**src/omc_pkg.sv**
```systemverilog
// Constants for the output mode select block, group C
package omc_pkg;
    // Register map (byte addresses on the AHB-Lite slave)
    localparam logic [7:0] OMC_MODE_ADDR = 8'h00;
    localparam logic [7:0] OMC_SRC_ADDR = 8'h04;
    localparam logic [7:0] OMC_STATUS_ADDR = 8'h08;
    localparam int OMC_ADDR_W = 8;
    // Output counts and field layout
    localparam int OMC_NUM_ISO = 8;
    localparam int OMC_NUM_OC = 4;
    localparam int OMC_NUM_OUT = 12;
    localparam int OMC_FIELD_W = 2;
    localparam int OMC_OC_LSB = 16;
    localparam int OMC_OC_SRC_BASE = 8;
    localparam int OMC_USED_BITS = 24;
    // Source select: one 2-bit field per output, index into four dynamic sources
    localparam int OMC_SRC_W = 2;
    localparam int OMC_NUM_SRC = 4;
    localparam logic [31:0] OMC_USED_MASK = 32'h00FFFFFF;
    // Reset values
    localparam logic [31:0] OMC_MODE_RESET = 32'h00000000;
    localparam logic [31:0] OMC_SRC_RESET = 32'h00000000;
    // Mode encodings
    localparam logic [1:0] OMC_MODE_LOW = 2'h0;
    localparam logic [1:0] OMC_MODE_HIGH = 2'h1;
    localparam logic [1:0] OMC_MODE_DYN = 2'h2;
    localparam logic [1:0] OMC_MODE_RSVD = 2'h3;
    // AHB transfer type
    localparam logic [1:0] OMC_HTRANS_NONSEQ = 2'h2;
    localparam logic [1:0] OMC_HTRANS_SEQ = 2'h3;
endpackage

```
**src/omc_out_drive.sv**
```systemverilog
// Per-output mode decode: static low, static high or dynamic source
`timescale 1ns/1ps
module omc_out_drive
    import omc_pkg::*;
#(
    parameter int NUM_OUT = OMC_NUM_OUT,
    parameter int NUM_SRC = OMC_NUM_SRC
) (
    // Mode and source-select fields, one per output
    input wire logic [NUM_OUT*OMC_FIELD_W-1:0] mode_fields,
    input wire logic [NUM_OUT*OMC_SRC_W-1:0] src_fields,
    // Synchronised dynamic sources
    input wire logic [NUM_SRC-1:0] dyn_src,
    // Next line levels and reserved-code flags
    output logic [NUM_OUT-1:0] line_next,
    output logic [NUM_OUT-1:0] rsvd_seen
);
    genvar g;
    // One decoder per output line
    generate
        for (g = 0; g < NUM_OUT; g++) begin : g_out
            logic [1:0] mode;
            logic [OMC_SRC_W-1:0] sel;
            assign mode = mode_fields[g*OMC_FIELD_W +: OMC_FIELD_W];
            assign sel = src_fields[g*OMC_SRC_W +: OMC_SRC_W];
            always_comb begin
                rsvd_seen[g] = 1'b0;
                case (mode)
                    OMC_MODE_LOW: line_next[g] = 1'b0;
                    OMC_MODE_HIGH: line_next[g] = 1'b1;
                    OMC_MODE_DYN: line_next[g] = dyn_src[sel];
                    default: begin
                        // Reserved code parks the line low rather than guessing
                        line_next[g] = 1'b0;
                        rsvd_seen[g] = 1'b1;
                    end
                endcase
            end
        end
    endgenerate
endmodule

```
**src/omc_top.sv**
```systemverilog
// Output mode select group C: AHB-Lite registers and twelve output lines
`timescale 1ns/1ps
// How it works
// Eight 2-bit read/write mode fields for isolated outputs 0..7 sit at bits 2n+1..2n.
// Four 2-bit read/write mode fields for open-collector outputs 0..3 sit at bits 17..16 to 23..22.
// Mode 00b drives the output low and mode 01b drives it high.
// Mode 10b drives the output from its source-select field; software never writes 11b.
// Open-collector output n takes its dynamic source from source-select field n plus 8.
// Bits 31..24 of the mode register read as zero and ignore writes.
module omc_top
    import omc_pkg::*;
#(
    parameter int NUM_SRC = OMC_NUM_SRC
) (
    // Clock and reset
    input wire logic CLK,
    input wire logic RESET_N,
    // AHB-Lite slave
    input wire logic HSEL,
    input wire logic [31:0] HADDR,
    input wire logic [1:0] HTRANS,
    input wire logic HWRITE,
    input wire logic [2:0] HSIZE,
    input wire logic [31:0] HWDATA,
    input wire logic HREADY,
    output logic [31:0] HRDATA,
    output logic HREADYOUT,
    output logic HRESP,
    // Dynamic sources from pins
    input wire logic [NUM_SRC-1:0] DYN_SRC,
    // Output lines to the I/O box
    output logic [OMC_NUM_ISO-1:0] ISOLATED_OUT,
    output logic [OMC_NUM_OC-1:0] OPEN_COLLECTOR_OUT
);
    // Register map, low address byte only:
    //   mode word   - twelve 2-bit mode fields, bits 31..24 reserved
    //   select word - twelve 2-bit source selects, one per line
    //   status word - line levels in 11..0, reserved-code flags in 23..12, read only
    // Latency: a line follows its mode one edge after the write lands, and a
    // dynamic pin reaches its line three edges after it changes at the pin.

    // Register file
    logic [31:0] mode_reg;
    logic [31:0] mode_next;
    logic [31:0] src_reg;
    logic [31:0] src_next;
    // Bus pipeline: pending write, its address, read data and the response
    logic wr_pend_reg;
    logic wr_pend_next;
    logic [OMC_ADDR_W-1:0] wr_addr_reg;
    logic [OMC_ADDR_W-1:0] wr_addr_next;
    logic [31:0] hrdata_reg;
    logic [31:0] hrdata_next;
    logic hreadyout_reg;
    logic hreadyout_next;
    logic hresp_reg;
    logic hresp_next;
    // Output lines and reserved-code flags
    logic [OMC_NUM_OUT-1:0] line_dec;
    logic [OMC_NUM_OUT-1:0] line_reg;
    logic [OMC_NUM_OUT-1:0] line_next;
    logic [OMC_NUM_OUT-1:0] rsvd_seen;
    logic [OMC_NUM_OUT-1:0] rsvd_reg;
    logic [OMC_NUM_OUT-1:0] rsvd_next;
    // Two-stage synchroniser for the dynamic source pins
    logic [NUM_SRC-1:0] src_meta_reg;
    logic [NUM_SRC-1:0] src_meta_next;
    logic [NUM_SRC-1:0] src_sync_reg;
    logic [NUM_SRC-1:0] src_sync_next;
    // Bus decode and decoder inputs
    logic access;
    logic [OMC_ADDR_W-1:0] bus_addr;
    logic wr_mode_hit;
    logic wr_src_hit;
    logic [31:0] wr_data;
    logic [31:0] mode_view;
    logic [31:0] src_view;
    logic [OMC_NUM_OUT*OMC_FIELD_W-1:0] mode_fields;
    logic [OMC_NUM_OUT*OMC_SRC_W-1:0] src_fields;

    // A transfer is taken only when selected, active and the bus is ready
    assign access = HSEL && HREADY && (HTRANS == OMC_HTRANS_NONSEQ || HTRANS == OMC_HTRANS_SEQ);
    // Only the low address byte is decoded, so the map repeats across the slave's window
    assign bus_addr = HADDR[OMC_ADDR_W-1:0];

    // A write lands in its data phase, addressed by what was taken in the address phase
    assign wr_mode_hit = wr_pend_reg && (wr_addr_reg == OMC_MODE_ADDR);
    assign wr_src_hit = wr_pend_reg && (wr_addr_reg == OMC_SRC_ADDR);
    // Reserved bits are dropped on the way in, so they can never read back as set
    assign wr_data = HWDATA & OMC_USED_MASK;

    // A read whose address phase overlaps a write's data phase to the same register
    // sees the new word; without this a pipelined master would read back stale data
    assign mode_view = wr_mode_hit ? wr_data : mode_reg;
    assign src_view = wr_src_hit ? wr_data : src_reg;

    // Isolated fields in bits 15..0, open-collector fields in 23..16
    assign mode_fields = mode_reg[OMC_USED_BITS-1:0];
    // Select fields 8..11 sit beside decoder lines 8..11, so collector n reads field n plus 8
    assign src_fields = src_reg[OMC_NUM_OUT*OMC_SRC_W-1:0];

    // Register file next values; one register at most is written per cycle
    always_comb begin
        mode_next = mode_reg;
        src_next = src_reg;
        if (wr_mode_hit) begin
            mode_next = wr_data;
        end else if (wr_src_hit) begin
            src_next = wr_data;
        end
    end

    // Register file; both registers clear so every line starts low
    always_ff @(posedge CLK) begin
        if (!RESET_N) begin
            mode_reg <= OMC_MODE_RESET;
            src_reg <= OMC_SRC_RESET;
        end else begin
            mode_reg <= mode_next;
            src_reg <= src_next;
        end
    end

    // Bus pipeline next values; read data is fetched in the address phase so that it
    // stands for the whole data phase and holds until the next read
    always_comb begin
        wr_pend_next = access && HWRITE;
        wr_addr_next = wr_addr_reg;
        hrdata_next = hrdata_reg;
        // Zero-wait slave with no error cases: unmapped accesses read zero and drop writes
        // Only whole-word transfers are expected, so the transfer size is not decoded
        hreadyout_next = 1'b1;
        hresp_next = 1'b0;
        if (access) begin
            wr_addr_next = bus_addr;
        end
        if (access && !HWRITE) begin
            if (bus_addr == OMC_MODE_ADDR) begin
                hrdata_next = mode_view;
            end else if (bus_addr == OMC_SRC_ADDR) begin
                hrdata_next = src_view;
            end else if (bus_addr == OMC_STATUS_ADDR) begin
                hrdata_next = {8'h00, rsvd_reg, line_reg};
            end else begin
                hrdata_next = 32'h00000000;
            end
        end
    end

    // Bus pipeline; ready stays high through reset so the fabric is never stalled
    always_ff @(posedge CLK) begin
        if (!RESET_N) begin
            wr_pend_reg <= 1'b0;
            wr_addr_reg <= OMC_MODE_ADDR;
            hrdata_reg <= 32'h00000000;
            hreadyout_reg <= 1'b1;
            hresp_reg <= 1'b0;
        end else begin
            wr_pend_reg <= wr_pend_next;
            wr_addr_reg <= wr_addr_next;
            hrdata_reg <= hrdata_next;
            hreadyout_reg <= hreadyout_next;
            hresp_reg <= hresp_next;
        end
    end

    // Synchroniser next values: the pins are asynchronous, so only the second stage
    // is ever read; a change reaches the decoder one edge after it is sampled
    // Limitation: a pin pulse shorter than one clock period can be missed
    always_comb begin
        src_meta_next = DYN_SRC;
        src_sync_next = src_meta_reg;
    end

    // Synchroniser stages
    always_ff @(posedge CLK) begin
        if (!RESET_N) begin
            src_meta_reg <= '0;
            src_sync_reg <= '0;
        end else begin
            src_meta_reg <= src_meta_next;
            src_sync_reg <= src_sync_next;
        end
    end

    // Per-output decode of the mode and source-select fields
    omc_out_drive #(
        .NUM_OUT(OMC_NUM_OUT),
        .NUM_SRC(NUM_SRC)
    ) u_drive (
        .mode_fields(mode_fields),
        .src_fields(src_fields),
        .dyn_src(src_sync_reg),
        .line_next(line_dec),
        .rsvd_seen(rsvd_seen)
    );

    // Line next values; the flags record any field that holds the reserved code,
    // which software must never write, so the line is parked low instead
    always_comb begin
        line_next = line_dec;
        rsvd_next = rsvd_seen;
    end

    // Output lines change one edge after the register write and never glitch,
    // since the decode settles between edges
    always_ff @(posedge CLK) begin
        if (!RESET_N) begin
            line_reg <= '0;
            rsvd_reg <= '0;
        end else begin
            line_reg <= line_next;
            rsvd_reg <= rsvd_next;
        end
    end

    // Every port is driven straight from a flop
    assign HRDATA = hrdata_reg;
    assign HREADYOUT = hreadyout_reg;
    assign HRESP = hresp_reg;
    assign ISOLATED_OUT = line_reg[OMC_NUM_ISO-1:0];
    assign OPEN_COLLECTOR_OUT = line_reg[OMC_NUM_OUT-1:OMC_NUM_ISO];
endmodule

```
**config.mk**
```make
export PLATFORM = sky130hd
export DESIGN_NAME = omc_top
export DESIGN_NICKNAME = d
export VERILOG_FILES = /design/src/omc_pkg.sv /design/src/omc_out_drive.sv /design/src/omc_top.sv
export SDC_FILE = /design/constraint.sdc
export NUM_CORES = 1
export LEC_CHECK = 0
export ABC_AREA = 1
export BUFFER_PORTS_ARGS = -buffer_cell sky130_fd_sc_hd__buf_2
export CELL_PAD_IN_SITES_DETAIL_PLACEMENT = 1
export CELL_PAD_IN_SITES_GLOBAL_PLACEMENT = 1
export CORE_UTILIZATION = 40
export DETAILED_ROUTE_END_ITERATION = 12
export PLACE_DENSITY_LB_ADDON = 0.3
export SYNTH_ARGS = -nofsm -noshare
export SYNTH_HDL_FRONTEND = slang
export SYNTH_SLANG_ARGS = --single-unit
export TNS_END_PERCENT = 1
```
**constraint.sdc**
```tcl
create_clock -name CLK -period 1.55 [get_ports CLK]
set_input_delay 0.155 -clock CLK [delete_from_list [all_inputs] [get_ports CLK]]
set_output_delay 0.155 -clock CLK [all_outputs]
set_load 0.02 [all_outputs]
```
==> reports/results.txt <==
Failing checks: setup timing
Fin util: 0.538
Worst rel slew slack: 0.616
Gate power share: 0.083
Largest delay share family, worst path: simple AND/OR/NAND/NOR gates
Worst path required time: 1860 ps
Hold Path Cell Cnt: 3
Post-synthesis mux area share: 0
Fmax: 0.614 GHz
Switching power: 2.12 mW
Clock Tree Buf Depth: 2
Die Ht: 131 um
First-pass GRT wire length: 32.9 mm
Max-Cap Viols: 0
Crit. End Element: register
Critical Path Stages: 11
Syn Area/Cell: 7.46 um2
Post-Route WL: 21.4 mm
Vias in the first global route: 6,464
Clock share of power: 0.515
Async SR Flop Fraction: 0
Sw frac: 0.238
Post-synth EDFFs: 0
Outcome: finished with violations
Adder-Cell Fraction of Synth Area: 0.0676
Post-synth top area share: 0.411
Synth top area cells: dfxtp_1 (41%), nand2_1 (10%), nand3_1 (7.3%), ha_1 (6.8%), inv_1 (5.8%)
Vias per cell: 5.22
Post-synth top flop: dfxtp_1
Fin crit share: 1.05
Post-synthesis sequential area ratio: 0.411
WP buf/inv: 3
Core Area: 16,100 um2
Post-Layout Inst Area: 8640 um2
Placed cells: 1,195
Initial Utilization: 0.415
Final setup fails: 15
Post-Synthesis Cells: 894
Synth Area in Compound Gates: 0.137
Die X: 131 um
Slowest stage cell, crit path: dfxtp_2
Skew-Pair Late Insertion Delay: 430 ps
Seq pwr share: 0.402
Area of the die: 17,200 um2
Synth Area in XOR/XNOR: 0
Arr. time, crit path: 1940 ps
Wire per inst: 17.3 um
Area Growth Syn to Fin: 29.6%
Clk sinks: 137
Placed inst area: 7620 um2
Io pins: 124
Synth cell count leaders: nand2_1 (186), dfxtp_1 (137), inv_1 (103)
CP cell instances: nor2_2, nand2_2, nor2_4, buf_6, buf_12, buf_6, nand3b_1, nand3_1, nand2_1, nand2_1, a21oi_1
Antenna cell count: 0
CTS H-tree depth: 4
Layout cells sized above 1: 0.248
Final GP Congestion: 0.803
Hold_ws: 26.6 ps
Crit Path Max Fanout: 7
NumNets Final: 1,127
Post-Place Worst Slack: -4.33 ps
Antenna violations before repair: 0
Largest family of logic cells by synthesized area: simple AND/OR/NAND/NOR gates
Iter 0 DRT Violations: 355
Root buffer cell: clkbuf_16
RSZ-0062 raised after global routing: true
Net Count, Synth: 1,008
Int Power: 6.78 mW
Synth Register Bits: 137
Final Hold Viols: 0
Drt first pass iters: 5
Total GRT Usage: 0.253
Simple-gate portion of the synthesized area: 0.272
Pwr dens: 1030 nW/um2
Most frequent cell after synthesis: nand2_1
Critical path startpoint category: register
Slew Limit Fails: 0
Distinct cells, synth: 26
Post-Layout Cell Count: 1,242
Crit path kind: reg -> reg
Ys Warns: 0
Clk pin slew, worst setup/hold paths: 60 ps
Minimum clock period: 1630 ps
Vias: 6,485
Leakage power: 4.00 nW
Tightest Pin Transition: 575 ps
Global route overflow: 0
Pwr Total: 8.90 mW
Synth Cell Area: 6670 um2
Largest net degree at the start of global routing: 42
Worst-case reg-to-reg path depth: 11
Final critical-path setup slack: -78.8 ps
Clock skew: 9.95 ps
Peak supply drop: 0.794 mV
Critical path's largest stage delay: 320 ps
CTS tree: built
CTS Buf Count: 17
DP HPWL: 13.7 mm
Worst Hold Class: in -> reg
# port buffers: 85
Row count: 46
Routed Antenna Nets: 0
DRC Markers: 0
Setup TNS: -690 ps
Largest area contributor in the synthesized netlist: dfxtp_1
## cells in the final DEF (no fill, tap or decap), drive strengths merged, types with 2 or more instances in the layout
master / n
conb: 2
and3: 24
ha: 36
inv: 121
nand3: 101
nand3b: 24
dlygate4sd3: 5
nor3: 12
nand2: 186
clkinv: 5
o2111ai: 7
buf: 148
a21oi: 80
nor2: 41
clkbuf: 22
o211ai: 25
bufinv: 5
o21ai: 44
dfxtp: 137
## path summary, 6_finish.rpt
check                              startpoint                           to  slack [ps]
setup / recovery  wr_addr_reg[5]$_SDFFE_PN0P_       HRDATA[8]$_SDFFE_PN0P_         -80
hold / removal                       HADDR[4]  wr_addr_reg[4]$_SDFFE_PN0P_          30
setup reg to reg  wr_addr_reg[5]$_SDFFE_PN0P_       HRDATA[8]$_SDFFE_PN0P_         -80
hold reg to reg    src_meta_reg[0]$_SDFF_PN0_   src_sync_reg[0]$_SDFF_PN0_         410
## power groups by stage
stage                     logic (mW)  registers [mW]  clock network, mW
final                          0.736            3.58               4.58
after global routing           0.783            3.58               4.83
after CTS                      0.565            3.58               4.64
after detailed placement       0.547            3.66                  0
after global placement         0.540            3.66                  0
after floorplan                0.307            3.66                  0
## cell type report
cell class	count	area, um2
fillers	1998	7420
clock buffers	19	443
well taps	216	270
multi-input cells	582	3310
flip-flops and latches	137	2750
clock inverters	13	215
repair buffers	156	1210
inverters	119	449
## routing by layer
layer  routed length, um  vias up  part of all wire  GRT usage
met4                 437        0             0.020     0.0892
met2               10700      166              0.50      0.444
met5                   0        -                 0          0
met3                 969       37             0.045     0.0426
li1                    -     3145                 -          -
met1                9340     3137              0.44      0.312
## worst reg2reg max path, delay by kind of cell (launching register included)
family / cells / cell delay (ps)
AO/OA/AOI/OAI: 1 / 70
flip-flops: 1 / 320
AND/OR/NAND/NOR: 7 / 740
buffers and inverters: 3 / 390
## kinds of logic after synthesis
logic type / count (synthesis)
compound gates: 156
fa+ha+maj: 36
flops: 137
buf+inv: 175
other cells: 2
simple gates: 388
## what timing repair did
item / 4_1_cts / 5_1_grt
gates resized for setup: 4 / 43
gates cloned: 0 / 4
setup endpoints to repair: 8 / 37
endpoints found under the hold margin: 5 / 0
hold buffers: 5 / 0
setup buffers: 0 / 6
pin swaps: 0 / 21
(Power assumes the default switching activity.)
